--- config.mk ---
export PLATFORM = sky130hd
export DESIGN_NAME = vci_interp
export DESIGN_NICKNAME = d
export VERILOG_FILES = /design/src/vci_pkg.sv /design/src/vci_interp.sv
export VERILOG_INCLUDE_DIRS = /design/src
export SDC_FILE = /design/constraint.sdc
export NUM_CORES = 1
export LEC_CHECK = 0
export BUFFER_PORTS_ARGS = -buffer_cell sky130_fd_sc_hd__buf_2
export CAP_MARGIN = 20
export CORE_MARGIN = 2
export CORE_UTILIZATION = 25
export DETAILED_ROUTE_END_ITERATION = 7
export GPL_TIMING_DRIVEN = 0
export PLACE_DENSITY = 0.47
export SETUP_SLACK_MARGIN = 0.1
export SYNTH_ARGS = -nofsm -noshare
export SYNTH_HDL_FRONTEND = slang
export SYNTH_SLANG_ARGS = --single-unit
export TNS_END_PERCENT = 10
--- constraint.sdc ---
create_clock -name core_clk -period 8.3 [get_ports core_clk]
set_input_delay 2.075 -clock core_clk [delete_from_list [all_inputs] [get_ports core_clk]]
set_output_delay 2.075 -clock core_clk [all_outputs]
set_load 0.01 [all_outputs]
--- src/vci_defines.svh ---
// Purpose: shared constants of the host command interpreter
// Assumes: byte-wide command port, 16-bit status and error words
// Notes:   definitions only
`ifndef VCI_DEFINES_SVH
`define VCI_DEFINES_SVH

// command opcodes
`define VCI_OP_STOP       8'h00
`define VCI_OP_SET_TAG    8'h05
`define VCI_OP_SAY_WORD   8'h07
`define VCI_OP_SET_SPEED  8'h16
`define VCI_OP_SAY_SENT   8'h1F
`define VCI_OP_SP_MODE    8'h2F
`define VCI_OP_MSG_PTR    8'h30

// status word fields
`define VCI_STAT_NORMAL_END 0
`define VCI_STATUS_RST      16'h0000

// error word fields
`define VCI_ERR_INVALID     0
`define VCI_PARAMETER_ERROR       1
`define VCI_ERROR_RST       16'h0000

// speed range, two's complement
`define VCI_SPEED_MIN       8'hFA
`define VCI_SPEED_MAX       8'h06
`define VCI_SPEED_RST       8'h00
// playback step at normal speed; larger is faster
`define VCI_RATE_NORMAL     8'h10

// highest speakerphone mode code and the reserved one
`define VCI_SP_CODE_MAX     8'h07
`define VCI_SP_CODE_RSVD    8'h05

`endif

--- src/vci_pkg.sv ---
// Purpose: types of the host command interpreter
// Assumes: 24-bit message memory addresses
// Notes:   constants live in vci_defines.svh
package vci_pkg;

  localparam int ADDR_W = 24;

  // processor state, one-hot
  typedef enum logic [3:0] {
    ST_IDLE     = 4'b0001,
    ST_MESSAGE_OPEN_STATE = 4'b0010,
    ST_SYNTH    = 4'b0100,
    ST_PLAY     = 4'b1000
  } proc_state_t;

  // command byte parser, one-hot
  typedef enum logic [2:0] {
    P_OPCODE = 3'b001,
    P_ARG1   = 3'b010,
    P_ARG2   = 3'b100
  } parse_state_t;

  // speakerphone mode codes
  typedef enum logic [2:0] {
    SP_OFF     = 3'h0,
    SP_FULL    = 3'h1,
    SP_TRANSP  = 3'h2,
    SP_MUTE    = 3'h3,
    SP_LISTEN  = 3'h4,
    SP_RSVD    = 3'h5,
    SP_RESTART = 3'h6,
    SP_HOLD    = 3'h7
  } sp_mode_t;

  // one byte on the command port
  typedef struct packed {
    logic       valid;
    logic [7:0] data;
  } cmd_byte_t;

  // current message as seen by the message manager
  typedef struct packed {
    logic              defined;
    logic [ADDR_W-1:0] start;
    logic [ADDR_W-1:0] length;
    logic [15:0]       tag;
  } msg_info_t;

  // current vocabulary limits
  typedef struct packed {
    logic       defined;
    logic [7:0] word_last;
    logic [7:0] ctrl_first;
    logic [7:0] sentence_last;
  } vocab_info_t;

  // request to the synthesiser
  typedef struct packed {
    logic       start;
    logic       stop;
    logic       sentence;
    logic [7:0] index;
    logic [7:0] arg;
  } synth_req_t;

  // speakerphone controls
  typedef struct packed {
    sp_mode_t mode;
    logic     hold;
    logic     line_silence;
    logic     tone_det_en;
    logic     codec_int_en;
    logic     reinit;
    logic     restart;
  } sp_ctrl_t;

endpackage : vci_pkg

--- src/vci_interp.sv ---
// Purpose: host command interpreter slice of the speech processor
// Assumes: host bytes arrive on core_clk, at most one per cycle
// Notes:   other opcodes are echoed and otherwise ignored, but set the invalid error while the speakerphone is on or held
`include "vci_defines.svh"
`timescale 1ns/100ps
`default_nettype none

module vci_interp #(
  parameter int PAGE_BYTES = 32                      // bytes per message page
) (
  // clock and reset
  input  wire logic                 core_clk,
  input  wire logic                 rst_b,
  // command port
  input  wire vci_pkg::cmd_byte_t   cmd_in,
  output var  vci_pkg::cmd_byte_t   echo_out,
  // message and vocabulary context
  input  wire vci_pkg::msg_info_t   msg,
  input  wire vci_pkg::vocab_info_t vocab,
  input  wire logic                 pcm_data,
  // playback events from the wider unit
  input  wire logic                 synth_done,
  input  wire logic                 play_begin,
  input  wire logic                 play_end,
  // host acknowledges of status and error
  input  wire logic                 status_clear,
  input  wire logic                 error_clear,
  // state and message outputs
  output var  vci_pkg::proc_state_t proc_state,
  output var  logic [23:0]          msg_pointer,
  output var  logic                 tag_write,
  output var  logic [15:0]          tag_value,
  // synthesis and speed
  output var  vci_pkg::synth_req_t  synth,
  output var  logic [7:0]           speed,
  output var  logic [7:0]           speed_rate,
  // status, error and host request
  output var  logic [15:0]          status_word,
  output var  logic [15:0]          error_word,
  output var  logic                 host_request_n,
  // speakerphone
  output var  vci_pkg::sp_ctrl_t    sp
);
  import vci_pkg::*;

  localparam int PAGE_SHIFT = $clog2(PAGE_BYTES);

  // page size must be a power of two so that it is a shift; offset must fit 24 bits
  if (PAGE_BYTES < 1 || (1 << PAGE_SHIFT) != PAGE_BYTES || PAGE_SHIFT > 8) begin : g_bad_page
    $error("PAGE_BYTES must be a power of two up to 256");
  end

  // number of argument bytes that follow an opcode
  function automatic logic [1:0] arg_count(input logic [7:0] op);
    case (op)
      `VCI_OP_MSG_PTR, `VCI_OP_SET_TAG: arg_count = 2'd2;
      `VCI_OP_SAY_WORD, `VCI_OP_SET_SPEED,
      `VCI_OP_SAY_SENT, `VCI_OP_SP_MODE: arg_count = 2'd1;
      default:                           arg_count = 2'd0;
    endcase
  endfunction : arg_count

  // playback step for a speed setting; strictly falls as setting rises
  function automatic logic [7:0] rate_of(input logic [7:0] s);
    rate_of = 8'(`VCI_RATE_NORMAL - s);
  endfunction : rate_of

  // parser registers
  parse_state_t pstate, next_pstate;                 // byte position, now and next
  logic [7:0]   opcode;                              // held opcode
  logic [7:0]   arg_hi;                              // first argument byte

  // next values of the outputs
  proc_state_t next_state;
  logic [23:0] next_pointer;
  logic        next_tag_write, next_request_n;
  logic [15:0] next_tag_value;
  synth_req_t  next_synth;
  logic [7:0]  next_speed;
  logic [15:0] next_status, next_error;
  sp_ctrl_t    next_sp;

  // event strobes of this cycle
  logic set_end, set_invalid, set_param, raise_req;

  // byte decode
  wire        byte_in   = cmd_in.valid;
  wire [7:0]  byte_val  = cmd_in.data;
  wire [1:0]  op_args   = arg_count(byte_val);
  wire [1:0]  held_args = arg_count(opcode);
  wire        at_opcode = pstate == P_OPCODE;
  wire        at_arg1   = pstate == P_ARG1;
  wire        at_arg2   = pstate == P_ARG2;

  // last byte of a command completes it in the same cycle
  wire exec = byte_in && ((at_opcode && op_args == 2'd0) ||
                          (at_arg1 && held_args == 2'd1) || at_arg2);
  wire [7:0]  exec_op = at_opcode ? byte_val : opcode;
  wire [7:0]  arg8    = byte_val;
  // two-byte arguments arrive high byte first
  wire [15:0] arg16   = {arg_hi, byte_val};

  // context decode
  wire is_idle  = proc_state == ST_IDLE;
  wire sp_on    = sp.mode != SP_OFF || sp.hold;
  wire restrict_cmd = sp_on && exec_op != `VCI_OP_STOP && exec_op != `VCI_OP_SP_MODE;

  wire [23:0] page_off = 24'(arg16) << PAGE_SHIFT;
  wire        past_end = page_off > msg.length;

  // word outside table or a control code
  wire word_bad  = arg8 > vocab.word_last || arg8 >= vocab.ctrl_first;
  wire sent_bad  = arg8 > vocab.sentence_last;
  wire speed_bad = $signed(arg8) < $signed(`VCI_SPEED_MIN) ||
                   $signed(arg8) > $signed(`VCI_SPEED_MAX);
  wire mode_bad  = arg8 > `VCI_SP_CODE_MAX || arg8 == `VCI_SP_CODE_RSVD;
  wire [2:0] mode_code = arg8[2:0];

  // parser sequencing
  always_comb begin
    next_pstate = pstate;
    if (byte_in) begin
      unique case (pstate)
        P_OPCODE: next_pstate = (op_args == 2'd0) ? P_OPCODE : P_ARG1;
        P_ARG1:   next_pstate = (held_args == 2'd2) ? P_ARG2 : P_OPCODE;
        P_ARG2:   next_pstate = P_OPCODE;
      endcase
    end
  end

  // command execution and playback events
  always_comb begin
    next_state     = proc_state;
    next_pointer   = msg_pointer;
    next_tag_write = 1'b0;
    next_tag_value = tag_value;
    next_synth     = synth;
    next_synth.start = 1'b0;
    next_synth.stop  = 1'b0;
    next_speed     = speed;
    next_sp        = sp;
    next_sp.reinit  = 1'b0;
    next_sp.restart = 1'b0;
    set_end        = 1'b0;
    set_invalid    = 1'b0;
    set_param      = 1'b0;
    raise_req      = 1'b0;

    if (synth_done && proc_state == ST_SYNTH) begin
      next_state = ST_IDLE;
      set_end    = 1'b1;
      raise_req  = 1'b1;
    end
    // playback state follows the wider unit
    if (play_begin && is_idle) begin
      next_state = ST_PLAY;
    end
    if (play_end && proc_state == ST_PLAY) begin
      next_state = ST_IDLE;
    end

    // a completed command overrides events of the same cycle
    if (exec) begin
      if (restrict_cmd) begin
        set_invalid = 1'b1;
      end else begin
        case (exec_op)
          `VCI_OP_STOP: begin
            next_state      = ST_IDLE;
            next_synth.stop = 1'b1;
          end
          `VCI_OP_MSG_PTR: begin
            if (!msg.defined) begin
              set_invalid = 1'b1;
            end else if (past_end) begin
              next_pointer = msg.start + msg.length;
              set_end      = 1'b1;
              next_state   = ST_IDLE;
            end else begin
              next_pointer = msg.start + page_off;
              if (is_idle) begin
                next_state = ST_MESSAGE_OPEN_STATE;
              end
            end
          end
          `VCI_OP_SET_TAG: begin
            if (!msg.defined) begin
              set_invalid = 1'b1;
            end else begin
              next_tag_value = msg.tag & arg16;
              next_tag_write = 1'b1;
            end
          end
          `VCI_OP_SAY_WORD, `VCI_OP_SAY_SENT: begin
            if (!vocab.defined || !is_idle) begin
              set_invalid = 1'b1;
            end else if (exec_op == `VCI_OP_SAY_WORD ? word_bad : sent_bad) begin
              set_param = 1'b1;
            end else begin
              next_state          = ST_SYNTH;
              next_synth.start    = 1'b1;
              next_synth.sentence = exec_op == `VCI_OP_SAY_SENT;
              next_synth.index    = arg8;
              next_synth.arg      = 8'h00;
            end
          end
          `VCI_OP_SET_SPEED: begin
            if (speed_bad) begin
              set_param = 1'b1;
            end else begin
              next_speed = arg8;
            end
          end
          `VCI_OP_SP_MODE: begin
            if (!is_idle) begin
              set_invalid = 1'b1;
            end else if (mode_bad) begin
              set_param = 1'b1;
            end else if (mode_code == SP_HOLD) begin
              next_sp.hold = 1'b1;
            end else if (mode_code == SP_RESTART) begin
              next_sp.hold    = 1'b0;
              next_sp.restart = 1'b1;
            end else begin
              next_sp.mode   = sp_mode_t'(mode_code);
              next_sp.hold   = 1'b0;
              next_sp.reinit = mode_code != SP_OFF;
            end
          end
          default: begin
            // commands outside this slice are only echoed
          end
        endcase
      end
    end

    next_sp.line_silence = next_sp.mode == SP_MUTE || next_sp.hold;
    next_sp.tone_det_en  = next_sp.mode != SP_FULL && next_sp.mode != SP_MUTE && !next_sp.hold;
    next_sp.codec_int_en = !next_sp.hold;
  end

  // sticky words: a set in the clearing cycle survives
  always_comb begin
    next_status = status_clear ? `VCI_STATUS_RST : status_word;
    next_error  = error_clear ? `VCI_ERROR_RST : error_word;
    next_status[`VCI_STAT_NORMAL_END] = next_status[`VCI_STAT_NORMAL_END] | set_end;
    next_error[`VCI_ERR_INVALID]      = next_error[`VCI_ERR_INVALID] | set_invalid;
    next_error[`VCI_PARAMETER_ERROR]        = next_error[`VCI_PARAMETER_ERROR] | set_param;
    // request held low until status read
    next_request_n = raise_req ? 1'b0 : (status_clear ? 1'b1 : host_request_n);
  end

  // parser registers and byte echo
  always_ff @(posedge core_clk or negedge rst_b) begin
    if (!rst_b) begin
      pstate   <= P_OPCODE;
      opcode   <= 8'h00;
      arg_hi   <= 8'h00;
      echo_out <= '0;
    end else begin
      pstate   <= next_pstate;
      if (byte_in && at_opcode) begin
        opcode <= byte_val;
      end
      if (byte_in && at_arg1) begin
        arg_hi <= byte_val;
      end
      // echo every byte one cycle later
      echo_out <= cmd_in;
    end
  end

  // processor state, message, synthesis and speed outputs
  always_ff @(posedge core_clk or negedge rst_b) begin
    if (!rst_b) begin
      proc_state  <= ST_IDLE;
      msg_pointer <= 24'h00_0000;
      tag_write   <= 1'b0;
      tag_value   <= 16'h0000;
      synth       <= '0;
      speed       <= `VCI_SPEED_RST;
      speed_rate  <= `VCI_RATE_NORMAL;
    end else begin
      proc_state  <= next_state;
      msg_pointer <= next_pointer;
      tag_write   <= next_tag_write;
      tag_value   <= next_tag_value;
      synth       <= next_synth;
      speed       <= next_speed;
      // rate tracks setting at once; neutral for PCM
      speed_rate  <= pcm_data ? rate_of(`VCI_SPEED_RST) : rate_of(next_speed);
    end
  end

  // status, error, request and speakerphone
  always_ff @(posedge core_clk or negedge rst_b) begin
    if (!rst_b) begin
      status_word    <= `VCI_STATUS_RST;
      error_word     <= `VCI_ERROR_RST;
      host_request_n <= 1'b1;
      sp             <= '{mode: SP_OFF, hold: 1'b0, line_silence: 1'b0,
                          tone_det_en: 1'b1, codec_int_en: 1'b1,
                          reinit: 1'b0, restart: 1'b0};
    end else begin
      status_word    <= next_status;
      error_word     <= next_error;
      host_request_n <= next_request_n;
      sp             <= next_sp;
    end
  end

endmodule : vci_interp
`default_nettype wire

==> key figures <==
Yosys
  – Synth area leaders: dfrtp_1 32%, ha_1 12%, o21ai_0 4.0%
  – Share of the synthesized area in the top cell type: 0.317
  – Sequential share of the synthesized area: 0.335
  – Netlist Area Pre-Place: ~8500 um2
  – Top cells by count, synth: 107 x dfrtp_1, 80 x ha_1, 80 x inv_1
  – Post-Syn Area per Cell: 9.11 um2
  – Synth unique cells: 82
  – Most common flop cell mapped by yosys: dfrtp_1
  – Post-synth EDFFs: 0
  – Ys Warns: 0
  – Cells after Synth: 928
  – Post-synth ARST share: 1.00
  – #FFs+latches synth: roughly 110
  – Area leader, netlist: dfrtp_1
  – Top-count cell post-synth: dfrtp_1

Timing
  – Worst slew margin: 0.413
  – Final WS setup: about 2800 ps
  – Slew of the pin with the lowest slew margin: between 800 and 900 ps
  – Max Freq: 0.181 GHz
  – Slew Limit Fails: 0
  – Final min period: between 5000 and 6000 ps
  – Setup-failing EPs final: 0
  – Final Cycle Share: 0.665
  – Sum of negative setup slack: 0 ps
  – Unrepaired setup endpoints after global routing: false
  – Fin Clk Skew: 11.6 ps
  – Final-report hold violation count: 0

Clocking
  – Post-CTS sizing: 0
  – # Post-CTS Setup Buffers: 0
  – CTS Buf Count: 17
  – CTS root buffer: clkbuf_16
  – Sink Count: roughly 110
  – Clock Latency Late Sink: 430 ps
  – CTS tree: done
  – Clock transition at path regs: approximately 60 ps
  – Cts hold-fix bufs: 0
  – Htree depth: 4
  – Clock tree buffer depth: 2

Setup path
  – CP Cell Sequence: buf_2, clkbuf_1, inv_1, nand3_1, o21a_1, a22oi_2, a211oi_2, buf_6, mux2i_1, ha_1, nor3b_1, mux2i_1, a21oi_2, mux2_2
  – CP endpoint kind: register
  – Worst Path Arrival: between 5000 and 6000 ps
  – Crit path launch type: primary input
  – R2r worst-path depth: 13
  – Worst-path maximum fanout: 12
  – Critical Path RT: 8610 ps
  – Setup CP Type: in -> reg
  – Slowest CP cell: clkbuf_1
  – Critical Path Start: cmd_in[1]
  – Worst path most repeated cell: mux2i_1
  – Critical R2R Launch: pstate[0]
  – Critical Path Max Stage Delay: roughly 620 ps

Layout
  – Layout cells sized above 1: 0.279
  – Final core occ: 0.321
  – Non-filler cells, final: 1648
  – FILL cells: between 3000 and 4000
  – Area delta synth->final: 27.0%
  – Nets: 1373

Flow run
  – Maxcap violations: 0

Global routing
  – Initial antenna violation count: 5
  – Gr usage total: 0.164
  – First-pass GRT wire length: 44.1 mm
  – Number of global-route vias before repair: between 7000 and 8000
  – Largest net degree at the start of global routing: 70
  – Grt ovf: 0

Die
  – Row count: 67
  – Die W: 188 um
  – IO Pins: roughly 240
  – Starting density of the core: 0.253
  – Die area: around 35000 um2
  – Core area: about 33000 um2
  – Die Height: 188 um

Power
  – Worst vdd ir: roughly 0.14 mV
  – Lkg Pwr: between 5 and 6 nW
  – Total power: roughly 1.6 mW
  – Pwr/cell area: approximately 150 nW/um2

Status
  – Status: completed

Place
  – Place WS: between 2000 and 2500 ps
  – Global placement routability congestion: between 0.8 and 0.9
  – Post-DP HPWL: 22.5 mm
  – Placed cells: roughly 1600
  – PortBufs: approximately 200

Min path
  – Hold Crit Class: reg -> reg
  – Worst hold path stage count: 2
  – Hold path startpoint: msg_pointer[5]

Routing
  – Via count: a little under 8000
  – Routed vias/inst: 4.67
  – Pre-antenna DRT Iters: 4
  – 1st-iter DRT viols: 356
  – WL/cell: roughly 18 um
  – DRT Wirelength: 29.0 mm
  – Post-route ant nets: 0
  – DRC: 0
## layer usage
metal / up-vias / routed length [um] / GRT usage / part of all wire
li1: 3777 / - / - / -
met1: 3675 / 12700 / 0.203 / 0.44
met2: 201 / 14300 / 0.285 / 0.49
met3: 34 / 1470 / 0.0378 / 0.051
met4: 4 / 487 / 0.0457 / 0.017
met5: - / 28 / 0 / 0.00097
## layout make-up
type	count	area (um2)	area share
clock buffers	19	433	0.0403
multi-input cells	706	5030	0.468
inverters	80	300	0.0279
diodes	3	7.51	0.000699
clock inverters	13	115	0.0107
flip-flops and latches	113	2840	0.264
plain buffers	65	424	0.0395
repair buffers	201	1030	0.0963
well taps	448	561	0.0522
## worst max-delay path: cells and delay by family
| kind | cells | cell delay [ps] |
|---|---|---|
| compound gates | 4 | 860 |
| fa+ha+maj | 1 | 250 |
| buf+inv | 4 | 1410 |
| mux | 3 | 790 |
| simple gates | 2 | 430 |
## path summary, 6_finish.rpt
kind / endpoint / slack, ps
worst max register to register: speed_rate[6] / 4300
worst max-delay path: speed_rate[6] / 2780
max in group asynchronous: speed_rate[4] / 5950
worst min register to register: msg_pointer[5] / 480
min in group asynchronous: echo_out[4] / 1600
worst min-delay path: msg_pointer[5] / 480
## flip-flops by register name (all words and copies together) (netlist names), 2 cells and up
name         cells
tag_value       16
proc_state       4
synth           11
pstate           3
echo_out         9
msg_pointer     24
arg_hi           8
error_word       2
speed_rate       8
opcode           8
speed            8
sp               9
## cells in the final DEF (no fill, tap or decap), types with 37 or more instances in the layout
cell type	Yosys	final
buf_2	6	205
a21oi_1	43	43
dfrtp_1	107	107
buf_4	38	38
ha_1	80	80
inv_1	80	80
conb_1	1	37
nand2_1	60	60
o21ai_0	68	68
nor2_1	54	54
## cell families (layout without fill, tap and decap cells)
group,Yosys count,after routing,share of synthesized area
and+or+nand+nor,264,264,0.164
AOI/OAI and AO/OA,241,241,0.190
buffers and inverters,145,378,0.0857
DFF,113,113,0.335
adders and majority gates,82,82,0.123
muxes,51,51,0.0697
xor gates and xnor gates,31,31,0.0321
other,1,40,0.000443
## stage by stage
step	hold WS, ps	instance area (um2)
5_1_grt	505	10700
2_1_floorplan	489	8590
3_5_place_dp	469	10200
3_3_place_gp	464	10100
6_report	483	10700
4_1_cts	490	10700
## power by group
group          switching [mW]  internal [mW]  leakage, nW  total [mW]
Clock                   0.290          0.411        0.259       0.701
Sequential             0.0188          0.574         1.43       0.593
Combinational           0.198          0.146         3.88       0.344
No activity file was read; power rests on OpenSTA's default activity.
